==> src/verilog/ecl_pkg.sv <==
// Purpose: shared constants and types of the configuration loader
// Assumes: 10 MHz system clock
// Notes: times in microseconds, cycle counts derived from CLK_MHZ
package ecl_pkg;

  // ==========================================================
  // timing
  localparam int CLK_MHZ = 10;
  localparam int T_START_US = 1000;
  localparam int T_DELAY_US = 35;
  localparam int T_LONG_MAX_US = 400;
  localparam int T_TX_SHORT_US = 50;
  localparam int T_TX_LONG_US = 100;
  localparam int START_CYC = T_START_US * CLK_MHZ;
  localparam int DELAY_CYC = T_DELAY_US * CLK_MHZ;
  localparam int LONG_MAX_CYC = T_LONG_MAX_US * CLK_MHZ;
  localparam int TX_SHORT_CYC = T_TX_SHORT_US * CLK_MHZ;
  localparam int TX_LONG_CYC = T_TX_LONG_US * CLK_MHZ;
  localparam int I2C_KHZ = 100;
  localparam int I2C_QTR_CYC = (CLK_MHZ * 1000) / (4 * I2C_KHZ);

  // ==========================================================
  // image layout
  localparam logic [6:0] EE_DEV_ADDR = 7'h50;
  localparam logic [6:0] CHECKSUM_IDX = 7'h0F;
  localparam logic [6:0] LUT_BASE = 7'h10;
  localparam logic [2:0] BLK_LAST_POS = 3'h5;
  localparam logic [3:0] BLK_LAST = 4'hF;
  localparam logic [7:0] BP_END = 8'hFF;
  localparam int IMG_BYTES = 112;
  localparam logic [7:0] IMG_LIMIT = 8'h70;
  localparam logic [2:0] LUT_BREAKPOINT_POS = 3'h0;
  localparam logic [2:0] LUT_GAIN_CHAN_A_POS = 3'h1;
  localparam logic [2:0] LUT_GAIN_CHAN_B_POS = 3'h2;
  localparam logic [2:0] LUT_OFFSET_CHAN_A_POS = 3'h3;
  localparam logic [2:0] LUT_OFFSET_CHAN_B_POS = 3'h4;
  localparam logic [2:0] LUT_OFFSET_CHAN_Z_POS = 3'h5;

  // ==========================================================
  // single-wire frame
  localparam logic [2:0] CMD_WRITE = 3'h0;
  localparam logic [2:0] CMD_READ = 3'h1;
  localparam logic [4:0] RD_BITS = 5'h0B;
  localparam logic [4:0] WR_BITS = 5'h13;

  typedef enum logic [2:0] {
    OP_START = 3'h1,
    OP_STOP = 3'h2,
    OP_XFER = 3'h4
  } ecl_op_t;

endpackage

==> src/verilog/ecl_i2c_engine.sv <==
// Purpose: i2c bus primitives: start, stop, nine-bit byte transfer
// Assumes: open-drain pins, no clock stretching by the slave
// Notes: one quarter of a bit period per step
`timescale 1ns/1ps
module ecl_i2c_engine #(
  parameter int QTR_CYC = ecl_pkg::I2C_QTR_CYC
) (
  input wire logic clk_i,
  input wire logic rst_i,
  input wire logic go_i,
  input wire ecl_pkg::ecl_op_t op_i,
  input wire logic [7:0] wdata_i,
  input wire logic rd_i,
  input wire logic ack_i,
  input wire logic sda_i,
  output logic done_o,
  output logic [7:0] rdata_o,
  output logic nack_o,
  output logic scl_oe_o,
  output logic sda_oe_o
);

  typedef enum logic [3:0] {
    E_IDLE = 4'h1,
    E_START = 4'h2,
    E_STOP = 4'h4,
    E_XFER = 4'h8
  } ecl_est_t;

  typedef struct packed {
    ecl_est_t st;
    logic [1:0] q;
    logic [15:0] tick;
    logic [3:0] slot;
    logic [8:0] tx;
    logic [8:0] rx;
    logic scl_low;
    logic sda_low;
    logic done;
    logic [2:0] sync;
    logic sda;
  } ecl_eng_t;

  ecl_eng_t r;
  ecl_eng_t n;

  // ==========================================================
  // next state
  always_comb
  begin
    logic step;
    step = (r.tick == 16'(QTR_CYC - 1));
    n = r;
    n.done = 1'b0;
    n.sync = {r.sync[1:0], sda_i};
    if (r.sync[1] == r.sync[2])
      n.sda = r.sync[2];
    if (r.st != E_IDLE)
      n.tick = step ? 16'h0000 : r.tick + 16'h0001;
    if (step)
      n.q = r.q + 2'h1;
    case (r.st)
      E_IDLE:
        if (go_i)
        begin
          n.st = (op_i == ecl_pkg::OP_START) ? E_START :
                 (op_i == ecl_pkg::OP_STOP) ? E_STOP : E_XFER;
          n.q = 2'h0;
          n.tick = 16'h0000;
          n.slot = 4'h0;
          n.tx = rd_i ? {8'hFF, ~ack_i} : {wdata_i, 1'b1};
        end
      E_START:
        if (step)
          case (r.q)
            2'h0: n.sda_low = 1'b0;
            2'h1: n.scl_low = 1'b0;
            2'h2: n.sda_low = 1'b1;
            default:
            begin
              n.scl_low = 1'b1;
              n.done = 1'b1;
              n.st = E_IDLE;
            end
          endcase
      E_STOP:
        if (step)
          case (r.q)
            2'h0: n.sda_low = 1'b1;
            2'h1: n.scl_low = 1'b0;
            2'h2: n.sda_low = 1'b0;
            default:
            begin
              n.done = 1'b1;
              n.st = E_IDLE;
            end
          endcase
      E_XFER:
        if (step)
          case (r.q)
            2'h0: n.sda_low = ~r.tx[8];
            2'h1: n.scl_low = 1'b0;
            2'h2: n.rx = {r.rx[7:0], r.sda};
            default:
            begin
              n.scl_low = 1'b1;
              n.tx = {r.tx[7:0], 1'b1};
              n.slot = r.slot + 4'h1;
              if (r.slot == 4'h8)
              begin
                // sda stays put while scl falls; next op sets it a quarter later
                n.done = 1'b1;
                n.st = E_IDLE;
              end
            end
          endcase
      default: n.st = E_IDLE;
    endcase
  end

  always_ff @(posedge clk_i)
  begin
    if (rst_i)
    begin
      r <= '0;
      r.st <= E_IDLE;
      r.sync <= 3'h7;
      r.sda <= 1'b1;
    end
    else
      r <= n;
  end

  assign done_o = r.done;
  assign rdata_o = r.rx[8:1];
  assign nack_o = r.rx[0];
  assign scl_oe_o = r.scl_low;
  assign sda_oe_o = r.sda_low;

endmodule

==> src/verilog/ecl_loader_top.sv <==
// Purpose: startup image loader from i2c eeprom plus single-wire access port
// Assumes: wire and sda pulled high outside; oe high pulls the pin low
// Notes: register bank copies eeprom image locations 0x01 up to the end of the last table block read, at most 0x6F
`timescale 1ns/1ps
module ecl_loader_top #(
  parameter int START_CYC = ecl_pkg::START_CYC,
  parameter int TX_SHORT_CYC = ecl_pkg::TX_SHORT_CYC,
  parameter int TX_LONG_CYC = ecl_pkg::TX_LONG_CYC,
  parameter logic [6:0] EE_DEV_ADDR = ecl_pkg::EE_DEV_ADDR
) (
  input wire logic clk_i,
  input wire logic rst_i,
  input wire logic wire_i,
  output logic wire_oe_o,
  input wire logic sda_i,
  output logic sda_oe_o,
  output logic scl_oe_o,
  output logic error_out_n_o,
  output logic load_done_o
);

  localparam logic [15:0] START_LIM = 16'(START_CYC);
  localparam logic [15:0] DELAY_LIM = 16'(ecl_pkg::DELAY_CYC);
  localparam logic [15:0] LONG_MAX_LIM = 16'(ecl_pkg::LONG_MAX_CYC);
  localparam logic [15:0] SHORT_LIM = 16'(TX_SHORT_CYC);
  localparam logic [15:0] LONG_LIM = 16'(TX_LONG_CYC);

  typedef enum logic [8:0] {
    I_IDLE = 9'h001,
    I_START = 9'h002,
    I_DEVW = 9'h004,
    I_ADDR = 9'h008,
    I_DATA = 9'h010,
    I_RST = 9'h020,
    I_DEVR = 9'h040,
    I_READ = 9'h080,
    I_STOP = 9'h100
  } ecl_ip_t;

  typedef enum logic [7:0] {
    W_LOAD = 8'h01,
    W_IDLE = 8'h02,
    W_START = 8'h04,
    W_HIGH = 8'h08,
    W_LOW = 8'h10,
    W_TURN = 8'h20,
    W_TXH = 8'h40,
    W_TXL = 8'h80
  } ecl_wp_t;

  typedef struct packed {
    ecl_ip_t ip;
    ecl_wp_t wp;
    logic go;
    ecl_pkg::ecl_op_t op;
    logic [7:0] wdat;
    logic rd;
    logic ack;
    logic pend;
    logic loading;
    logic fail;
    logic ee_wr;
    logic [6:0] ee_addr;
    logic [7:0] ee_data;
    logic [6:0] idx;
    logic [2:0] pos;
    logic [3:0] blk;
    logic end_seen;
    logic [7:0] sum;
    logic [ecl_pkg::IMG_BYTES-1:0][7:0] bank;
    logic [2:0] sync;
    logic w;
    logic [15:0] cnt;
    logic [15:0] hi_len;
    logic [4:0] nbits;
    logic [18:0] sh;
    logic [7:0] tx;
    logic [2:0] tx_bit;
    logic oe;
    logic err_n;
    logic done;
    logic [15:0] ph_len;
  } ecl_state_t;

  ecl_state_t r;
  ecl_state_t n;
  logic eng_done;
  logic [7:0] eng_rdata;
  logic eng_nack;

  ecl_i2c_engine u_eng (
    .clk_i(clk_i),
    .rst_i(rst_i),
    .go_i(r.go),
    .op_i(r.op),
    .wdata_i(r.wdat),
    .rd_i(r.rd),
    .ack_i(r.ack),
    .sda_i(sda_i),
    .done_o(eng_done),
    .rdata_o(eng_rdata),
    .nack_o(eng_nack),
    .scl_oe_o(scl_oe_o),
    .sda_oe_o(sda_oe_o)
  );

  // ==========================================================
  // next state
  always_comb
  begin
    logic [18:0] nsh;
    logic last;
    logic [7:0] reg_rd;
    ecl_ip_t p_next;
    ecl_pkg::ecl_op_t p_op;
    logic [7:0] p_wdat;
    nsh = {r.sh[17:0], (r.hi_len > r.cnt)};
    last = !r.loading || (r.pos == ecl_pkg::BLK_LAST_POS && r.idx >= ecl_pkg::LUT_BASE
           && (r.end_seen || r.blk == ecl_pkg::BLK_LAST));
    reg_rd = (r.sh[7:0] != 8'h00 && r.sh[7:0] < ecl_pkg::IMG_LIMIT) ? r.bank[r.sh[6:0]] : 8'h00;
    p_op = ecl_pkg::OP_XFER;
    p_wdat = 8'hFF;
    p_next = I_IDLE;
    n = r;
    n.go = 1'b0;
    n.sync = {r.sync[1:0], wire_i};
    if (r.sync[1] == r.sync[2])
      n.w = r.sync[2];

    // ==========================================================
    // eeprom transaction
    case (r.ip)
      I_START:
      begin
        p_op = ecl_pkg::OP_START;
        p_next = I_DEVW;
      end
      I_DEVW:
      begin
        p_wdat = {EE_DEV_ADDR, 1'b0};
        p_next = I_ADDR;
      end
      I_ADDR:
      begin
        p_wdat = {1'b0, r.ee_addr};
        p_next = r.ee_wr ? I_DATA : I_RST;
      end
      I_DATA:
      begin
        p_wdat = r.ee_data;
        p_next = I_STOP;
      end
      I_RST:
      begin
        p_op = ecl_pkg::OP_START;
        p_next = I_DEVR;
      end
      I_DEVR:
      begin
        p_wdat = {EE_DEV_ADDR, 1'b1};
        p_next = I_READ;
      end
      I_READ: p_next = last ? I_STOP : I_READ;
      I_STOP:
      begin
        p_op = ecl_pkg::OP_STOP;
        p_next = I_IDLE;
      end
      default: p_next = I_IDLE;
    endcase
    if (r.ip != I_IDLE && !r.pend)
    begin
      n.go = 1'b1;
      n.pend = 1'b1;
      n.op = p_op;
      n.wdat = p_wdat;
      n.rd = (r.ip == I_READ);
      n.ack = !last;
    end
    else if (r.ip != I_IDLE && eng_done)
    begin
      n.pend = 1'b0;
      n.ip = p_next;
      if (r.op == ecl_pkg::OP_XFER && !r.rd && eng_nack)
      begin
        n.ip = I_STOP;
        n.fail = 1'b1;
      end
      if (r.ip == I_READ && !r.loading)
        n.ee_data = eng_rdata;
      else if (r.ip == I_READ)
      begin
        if (r.idx != 7'h00)
          n.bank[r.idx] = eng_rdata;
        if (r.idx != 7'h00 && r.idx != ecl_pkg::CHECKSUM_IDX)
          n.sum = r.sum + eng_rdata;
        if (r.idx >= ecl_pkg::LUT_BASE)
        begin
          if (r.pos == ecl_pkg::LUT_BREAKPOINT_POS && eng_rdata == ecl_pkg::BP_END
              && r.blk != 4'h0)
            n.end_seen = 1'b1;
          n.pos = (r.pos == ecl_pkg::BLK_LAST_POS) ? 3'h0 : r.pos + 3'h1;
          if (r.pos == ecl_pkg::BLK_LAST_POS)
            n.blk = r.blk + 4'h1;
        end
        n.idx = r.idx + 7'h01;
      end
      if (r.ip == I_STOP && r.loading)
      begin
        n.loading = 1'b0;
        n.wp = W_IDLE;
        n.cnt = 16'h0000;
        if (r.fail || r.sum != r.bank[ecl_pkg::CHECKSUM_IDX])
          n.err_n = 1'b0;
        else
          n.done = 1'b1;
      end
      if (r.ip == I_STOP)
        n.fail = 1'b0;
    end

    // ==========================================================
    // single-wire port
    case (r.wp)
      W_LOAD: n.cnt = 16'h0000;
      W_IDLE:
      begin
        n.cnt = r.w ? 16'h0000 : r.cnt + 16'h0001;
        if (r.cnt >= START_LIM)
          n.wp = W_START;
      end
      W_START:
        if (r.w)
        begin
          n.wp = W_HIGH;
          n.cnt = 16'h0000;
          n.nbits = 5'h00;
        end
      W_HIGH:
      begin
        n.cnt = r.cnt + 16'h0001;
        if (!r.w)
        begin
          n.hi_len = r.cnt;
          n.cnt = 16'h0000;
          n.wp = W_LOW;
        end
        else if (r.cnt >= LONG_MAX_LIM)
        begin
          n.cnt = 16'h0000;
          n.wp = W_IDLE;
        end
      end
      W_LOW:
      begin
        n.cnt = r.cnt + 16'h0001;
        if (r.cnt >= START_LIM)
          n.wp = W_START;
        else if (r.w)
        begin
          n.cnt = 16'h0000;
          n.sh = nsh;
          n.nbits = r.nbits + 5'h01;
          n.wp = W_HIGH;
          if (r.nbits == ecl_pkg::RD_BITS - 5'h01 && nsh[10:8] == ecl_pkg::CMD_READ)
          begin
            n.wp = W_TURN;
            n.oe = 1'b1;
            if (nsh[7] && r.ip == I_IDLE)
            begin
              n.ip = I_START;
              n.ee_wr = 1'b0;
              n.ee_addr = nsh[6:0];
            end
          end
          else if (r.nbits == ecl_pkg::RD_BITS - 5'h01 && nsh[10:8] != ecl_pkg::CMD_WRITE)
            n.wp = W_IDLE;
          else if (r.nbits == ecl_pkg::WR_BITS - 5'h01)
          begin
            n.wp = W_IDLE;
            if (nsh[15] && r.ip == I_IDLE)
            begin
              n.ip = I_START;
              n.ee_wr = 1'b1;
              n.ee_addr = nsh[14:8];
              n.ee_data = nsh[7:0];
            end
            else if (!nsh[15] && nsh[15:8] != 8'h00 && nsh[15:8] < ecl_pkg::IMG_LIMIT)
              n.bank[nsh[14:8]] = nsh[7:0];
          end
        end
      end
      W_TURN:
      begin
        n.cnt = r.cnt + 16'h0001;
        if (r.cnt >= DELAY_LIM - 16'h0001 && r.ip == I_IDLE)
        begin
          n.tx = r.sh[7] ? r.ee_data : reg_rd;
          n.tx_bit = 3'h0;
          n.cnt = 16'h0000;
          n.oe = 1'b0;
          n.wp = W_TXH;
        end
      end
      W_TXH:
      begin
        n.cnt = r.cnt + 16'h0001;
        if (r.cnt == (r.tx[7] ? LONG_LIM : SHORT_LIM) - 16'h0001)
        begin
          n.cnt = 16'h0000;
          n.oe = 1'b1;
          n.wp = W_TXL;
        end
      end
      W_TXL:
      begin
        n.cnt = r.cnt + 16'h0001;
        if (r.cnt == (r.tx[7] ? SHORT_LIM : LONG_LIM) - 16'h0001)
        begin
          n.cnt = 16'h0000;
          n.oe = 1'b0;
          n.tx = {r.tx[6:0], 1'b0};
          n.tx_bit = r.tx_bit + 3'h1;
          n.wp = (r.tx_bit == 3'h7) ? W_IDLE : W_TXH;
        end
      end
      default: n.wp = W_IDLE;
    endcase
    n.ph_len = (n.wp != r.wp) ? 16'h0000 : r.ph_len + 16'h0001;
  end

  always_ff @(posedge clk_i)
  begin
    if (rst_i)
    begin
      r <= '0;
      r.ip <= I_START;
      r.wp <= W_LOAD;
      r.op <= ecl_pkg::OP_START;
      r.loading <= 1'b1;
      r.err_n <= 1'b1;
      r.sync <= 3'h7;
      r.w <= 1'b1;
    end
    else
      r <= n;
  end

  assign wire_oe_o = r.oe;
  assign error_out_n_o = r.err_n;
  assign load_done_o = r.done;
endmodule

==> config.mk <==
export PLATFORM = sky130hd
export DESIGN_NAME = ecl_loader_top
export DESIGN_NICKNAME = d
export VERILOG_FILES = /design/src/verilog/ecl_pkg.sv /design/src/verilog/ecl_i2c_engine.sv /design/src/verilog/ecl_loader_top.sv
export SDC_FILE = /design/constraint.sdc
export NUM_CORES = 2
export LEC_CHECK = 0
export BUFFER_PORTS_ARGS = -buffer_cell sky130_fd_sc_hd__buf_2
export CELL_PAD_IN_SITES_DETAIL_PLACEMENT = 1
export CELL_PAD_IN_SITES_GLOBAL_PLACEMENT = 1
export CORE_ASPECT_RATIO = 1.4
export CORE_MARGIN = 3
export CORE_UTILIZATION = 52
export CTS_BUF_LIST = sky130_fd_sc_hd__clkbuf_8
export CTS_CLUSTER_SIZE = 28
export DETAILED_ROUTE_END_ITERATION = 6
export PLACE_DENSITY_LB_ADDON = 0.1
export SYNTH_ARGS = -nofsm -noshare
export SYNTH_HDL_FRONTEND = slang
export SYNTH_SLANG_ARGS = --single-unit
==> constraint.sdc <==
create_clock -name clk_i -period 3.4 [get_ports clk_i]
set_input_delay 0.68 -clock clk_i [delete_from_list [all_inputs] [get_ports clk_i]]
set_output_delay 0.68 -clock clk_i [all_outputs]
set_load 0.1 [all_outputs]
# After elaboration in Yosys (flattened, before gate mapping)
# Index checks and enable logic that the tools add are counted.
# word_totals
reg_bits	1094
latch_bits	0
ramBits	0
mem_bits_ro	0
inputBits	4
out_inout_bits	5
word_cells	443
mem_count	0
# classes
addsub	12
multipliers	0
div	0
magnitude_cmp	12
n_eq_ne	64
n_shift	0
muxes	127
bitwise	7
n_reduce_logical	69
# ops
operator	n
2-to-1 mux 896 bit	9
2-to-1 mux 927 bit	2
2-to-1 mux 919 bit	2
bitwise mux 896 bit	2
2-to-1 mux 16 bit	16
2-to-1 mux 8 bit	24
case mux 16 bit (8 select lines)	1
demux 8 bit (select 7 bit)	2
2-to-1 mux 17 bit	5
2-to-1 mux 9 bit	9
case mux 8 bit (8 select lines)	1
case mux 9 bit (7 select lines)	1
binary-select mux 8 bit (select 7 bit)	1
2-to-1 mux 24 bit	2
2-to-1 mux 35 bit	1
adder 16 x 1 -> 16 bit (second input constant)	2
equality test 16 bit	2
2-to-1 mux 4 bit	8
case mux 8 bit (4 select lines)	1
case mux 13 bit (2 select lines)	1
2-to-1 mux 25 bit	1
< comparator 7 x 8 -> 1 bit (second input constant)	3
2-to-1 mux 12 bit	2
inequality test 2 bit (second input constant)	12
86 further kinds	181

# Longest topological paths before layout
# logic_depth
word_depth	19
mapped_depth	12
ltp_nobuf	10

# Modules after synthesis
# Synthesis repeated with hierarchy kept, for this count alone.
# hier_totals
hier_cells	6723
area_unflattened_um2	58843.9
# modules_own_cells
mod	instances	cells_each	area_per_inst_um2	seq_area_each_um2
ecl_loader_top	1	6379	55864.8	20799.9
ecl_i2c_engine	1	344	2979.1	1021.0

# Worst setup path before layout
# OpenSTA, ideal clock, no wires.
# synth_timing
path_type	flip-flop to flip-flop
startpoint	reg r[1003] (netlist bit)
endpoint	reg r[925] (netlist bit)
setup_ns	0.132
arrival_ns	2.639
t_required_ns	3.268
slack_ns	0.628
stages_incl_launch_ff	11
path_buffers	1
period_less_slack_ns	2.772
path_cell_list	dfxtp_1 -> buf_2 -> inv_1 -> ha_1 -> or3b_2 -> o21ai_0 -> nor3_1 -> nand2_1 -> mux2_2 -> o21ai_0 -> a21oi_1
# synth_between
elab_chain_cells	19
elab_cells_between_ends	21
cone_classes	order compare (2); mux (17); reduce/logical (2)
# synth_rtl
element	line	text
start, declared	ecl_loader_top.sv:85	ecl_state_t r;
start signal, assigned	ecl_loader_top.sv:346	r <= n;
< comparator 7 x 8 -> 1 bit (implied by the code) or >= comparator 7 x 1 -> 1 bit (tied branches)	ecl_loader_top.sv:194	n.bank[r.idx] = eng_rdata;
logical AND 1 bit (implied by the code)	ecl_loader_top.sv:194	
2-to-1 mux 8 bit (implied by the code)	ecl_loader_top.sv:194	
demux 8 bit (select 7 bit)	ecl_loader_top.sv:194	
bitwise mux 896 bit	ecl_loader_top.sv:194	
2-to-1 mux 896 bit *	ecl_loader_top.sv:193	if (r.idx != 7'h00)
2-to-1 mux 919 bit *	ecl_loader_top.sv:191	else if (r.ip == I_READ)
2-to-1 mux 919 bit *	ecl_loader_top.sv:189	if (r.ip == I_READ && !r.loading)
[3 not listed]	-	
2-to-1 mux 896 bit	ecl_loader_top.sv:288	else if (!nsh[15] && nsh[15:8] != 8'h00 && nsh[15:8] < ecl_pkg::IMG_LIMIT)
2-to-1 mux 896 bit	ecl_loader_top.sv:281	if (nsh[15] && r.ip == I_IDLE)
2-to-1 mux 896 bit	ecl_loader_top.sv:278	else if (r.nbits == ecl_pkg::WR_BITS - 5'h01)
2-to-1 mux 896 bit	ecl_loader_top.sv:276	else if (r.nbits == ecl_pkg::RD_BITS - 5'h01 && nsh[10:8] != ecl_pkg::CMD_WRITE)
2-to-1 mux 896 bit	ecl_loader_top.sv:265	if (r.nbits == ecl_pkg::RD_BITS - 5'h01 && nsh[10:8] == ecl_pkg::CMD_READ)
2-to-1 mux 896 bit	ecl_loader_top.sv:259	else if (r.w)
2-to-1 mux 896 bit	ecl_loader_top.sv:257	if (r.cnt >= START_LIM)
2-to-1 mux 896 bit *	ecl_loader_top.sv:224	case (r.wp)
# Mark *: on every way between the ends. The rest lies on a longest branch, timed or not.
# A chain may end at the register's enable or synchronous reset.

# Worst setup path in the final report
# layout_timing
startpoint	reg r[1056] (netlist bit)
endpoint	reg r[291] (netlist bit)
# layout_between
elab_chain_cells	14
elab_cells_between_ends	20
cone_classes	eq/ne (3); mux (13); reduce/logical (4)
# layout_rtl
element	line	text
equality test 9 x 8 -> 1 bit	ecl_loader_top.sv:189, ecl_loader_top.sv:191	
2-to-1 mux 919 bit or logical AND 1 bit (tied branches)	ecl_loader_top.sv:191, ecl_loader_top.sv:189	
2-to-1 mux 919 bit	ecl_loader_top.sv:189	
2-to-1 mux 927 bit	ecl_loader_top.sv:180	else if (r.ip != I_IDLE && eng_done)
2-to-1 mux 927 bit	ecl_loader_top.sv:171	if (r.ip != I_IDLE && !r.pend)
bitwise mux 896 bit	ecl_loader_top.sv:289	n.bank[nsh[14:8]] = nsh[7:0];
2-to-1 mux 896 bit	ecl_loader_top.sv:288	
2-to-1 mux 896 bit	ecl_loader_top.sv:281	
2-to-1 mux 896 bit	ecl_loader_top.sv:278	
2-to-1 mux 896 bit	ecl_loader_top.sv:276	
2-to-1 mux 896 bit	ecl_loader_top.sv:265	
2-to-1 mux 896 bit	ecl_loader_top.sv:259	
2-to-1 mux 896 bit	ecl_loader_top.sv:257	
2-to-1 mux 896 bit *	ecl_loader_top.sv:224	
# Marked as above.

==> reports/metrics.yaml <==
sta:
  hold_viol: 0
  rsz0062_at_grt: "true"
  tightest_slew_ps: 1490
  setup_tns_ps: -1540
  maxSlewViolCount: 0
  finalWorstSetupSlack_ps: -358
  relSlewSlack_pct: 0.434
  period_share_pct: 111
  max_freq_mhz: 266
  period_needed_ps: 3760
  skew_ps: 53.2
  finalSetupViolCount: 18
clock_network:
  cts-htree-levels: 4
  path_clk_slew_ps: 70
  clock_latency_ps: 990
  cts.sinks: 1090
  cts_buffers: 178
  cts_buffer_depth: 3
  cts_tree: "yes"
  cts_root_buf: "clkbuf_8"
pwr:
  power_density_nw_per_um2: 374
  ir_worst_vdd_mv: 0.402
  p_leak_nw: 25.6
synthesis:
  synth-xor-area-share_pct: 0.556
  yosys.area.top_type: "dfxtp_1"
  syn_area_per_cell_um2: 8.82
  yosysMostFrequentCell: "dfxtp_1"
  ys_ff_latch: 1090
  ys_dominant_reg_cell: "dfxtp_1"
  synth_compound_gate_area_share_pct: 19.5
  synth_top_family_by_area: "multiplexers"
  synth_top_area_share_pct: 36.4
  synth_common_cells: "dfxtp_1, nor2_1, mux2i_1"
  synthSimpleGateAreaFrac_pct: 17.5
  synth_edf_count: 0
  synth_cell_types: 95
  ys_seq_area_share_pct: 36.4
  syn_area_um2: 59900
  synth_mux_area_share_pct: 20.4
  synth_area_leaders: "dfxtp_1, mux2i_1, a211oi_1, mux4_2, nor2_1"
  synth_fa_ha_area_share_pct: 0.932
  syn_nets: 6841
  synth_cells: 6793
  async_flop_share_pct: 0
  ys_warn_count: 0
drt:
  route.detailed.drc: 0
  wire_per_inst_um: 37.0
  drt_wl_total_mm: 317
  first_iter_violations: 8311
  vias: 62800
  ant_nets: 0
  vias_per_cell: 7.34
  dr.pass1.iters: 6
grt:
  gr-total-overflow: 0
  grt_pass1_vias: 63600
  grt_usage_pct: 51.9
  grt_pass1_wl_mm: 453
  grt_max_degree: 123
  antenna_found_initial: 36
hold_path:
  whs_endpoint: "r[96]"
  hold_depth: 2
  hold_start: "rst_i"
  holdCritPathClass: "primary input to flop"
run_status:
  failed_checks: "capacitance limit, setup timing"
  status: "finished, violations left"
finish:
  stdcell_area_um2: 68100
  drive_gt1_share_pct: 18.8
  syn_to_final_growth_pct: 13.7
  nNetsFinal: 6959
worst_setup_path:
  r2r_slack_ps: -360
  r2r_cells: 8
  critPathMaxFanout: 9
  worstSetupEndpointType: "flop"
  timing.rr.end: "r[291]"
  r2r-start: "r[1056]"
  worstPathRequired_ps: 4270
  crit_arrival_ps: 4630
  crit_path_start_kind: "flop"
  critical_path_class: "flop to flop"
floorplan:
  die_w_um: 293
  io-pin-count: 9
  num_rows: 146
  core-area_um2: 114000
  start_util_pct: 52.6
  die-area_um2: 119000
  die_h_um: 408
placement:
  hpwl_mm: 215
  place_area_um2: 64200
  gp_congestion: 1.14
  port-buffer-count: 8
flow_run:
  cap_violations: 1
-- flip-flops by register name, summed over array words and instances, names as in the netlist --
signal,flops
u_eng.r,37
u_eng.rdata_o,8
u_eng.n,2
u_eng.scl_oe_o,1
error_out_n_o,1
u_eng.nack_o,1
load_done_o,1
u_eng.done_o,1
u_eng.sda_oe_o,1
wire_oe_o,1
n,2
r,1034
-- repair_timing --
item                                    CTS  global route
endpoints found under the setup margin   47           111
hold buffers                              2             0
endpoints found under the hold margin     2             0
resized for setup                         8            25
setup buffers                             0             5
cloned                                    0             1
pin swaps                                 0             2
-- report_power, final --
part / switching [mW] / internal, mW
combinational: 0.461 / 0.150
clock: 5.86 / 6.20
sequential: 0.0270 / 12.8
total: 6.35 / 19.1
-- layout by cell type, fill, tap and decap left out, types with 30 or more instances in the layout --
cell / Yosys / layout
dfxtp_1: 1090 / 1074
nor2_1: 1023 / 1010
mux2i_1: 697 / 696
nand2_1: 612 / 600
a211oi_1: 576 / 575
buf_4: 11 / 513
a21oi_1: 346 / 345
clkbuf_8: 0 / 218
mux4_2: 184 / 184
nand3_1: 181 / 181
inv_1: 65 / 135
nor3_1: 123 / 118
mux2_2: 96 / 96
o21ai_0: 94 / 94
a22oi_1: 81 / 81
o221ai_1: 63 / 63
a311oi_1: 63 / 63
a211oi_2: 49 / 49
nand4_1: 48 / 48
a221oi_1: 47 / 47
ha_1: 43 / 43
buf_12: 0 / 43
o22ai_1: 37 / 35
diode_2: 0 / 34
a32oi_1: 35 / 34
a31oi_1: 35 / 33
or3_1: 33 / 33
and3_1: 32 / 32
nor2b_1: 32 / 30
nor3_2: 26 / 30
-- routing by layer --
layer	GRT usage [%]	up-vias	routed length [µm]
li1	-	25400	-
met2	76.8	4585	134000
met3	20.9	1929	37800
met4	50.3	28	39400
met1	55.3	30900	105000
met5	1.30	-	294
-- through the flow --
stage | hold WS [ps] | setup slack, ps | util (%) | instances | power (mW)
6_report | 233 | -358 | 59.8 | 8562 | 25.5
5_1_grt | 287 | -165 | 59.8 | 8532 | 26.1
4_1_cts | 223 | 65.3 | 59.6 | 8520 | 25.5
3_5_place_dp | 395 | -367 | 56.4 | 8201 | 13.7
3_3_place_gp | 400 | -391 | 56.4 | 8201 | 13.7
2_1_floorplan | 389 | 628 | - | 6793 | 13.5
-- logic make-up after synthesis --
kind of cell,Yosys count
xor+xnor,38
flops,1090
buf+inv,701
fa+ha+maj,44
simple gates,2319
mux,977
compound gates,1624
-- how the worst max path moves through the flow --
stage	slack, ps	end	startpoint
2_1_floorplan	630	r[925]	r[1003]
3_3_place_gp	-390	r[334]	r[38]
3_5_place_dp	-370	r[334]	r[38]
4_1_cts	70	r[922]	r[79]
5_1_grt	-170	r[291]	r[1056]
6_report	-360	r[291]	r[1056]
-- critical path: stages, from the launching register on --
cell and delay, ps:
dfxtp_1 510, or4_1 320, o31a_1 490, buf_4 360, nand2_1 280, buf_4 230
nor4_1 1120, a21oi_1 90, a211oi_1 280
-- cell type report --
class,count,area [µm²]
Antenna cell,34,85.1
Clock buffer,218,3000
Clock inverter,99,564
Fill cell,13000,45700
Inverter,67,251
Multi-Input combinational cell,5002,35600
Sequential cell,1090,21900
Tap cell,1480,1850
Timing Repair Buffer,572,4900
(Power assumes the default switching activity.)
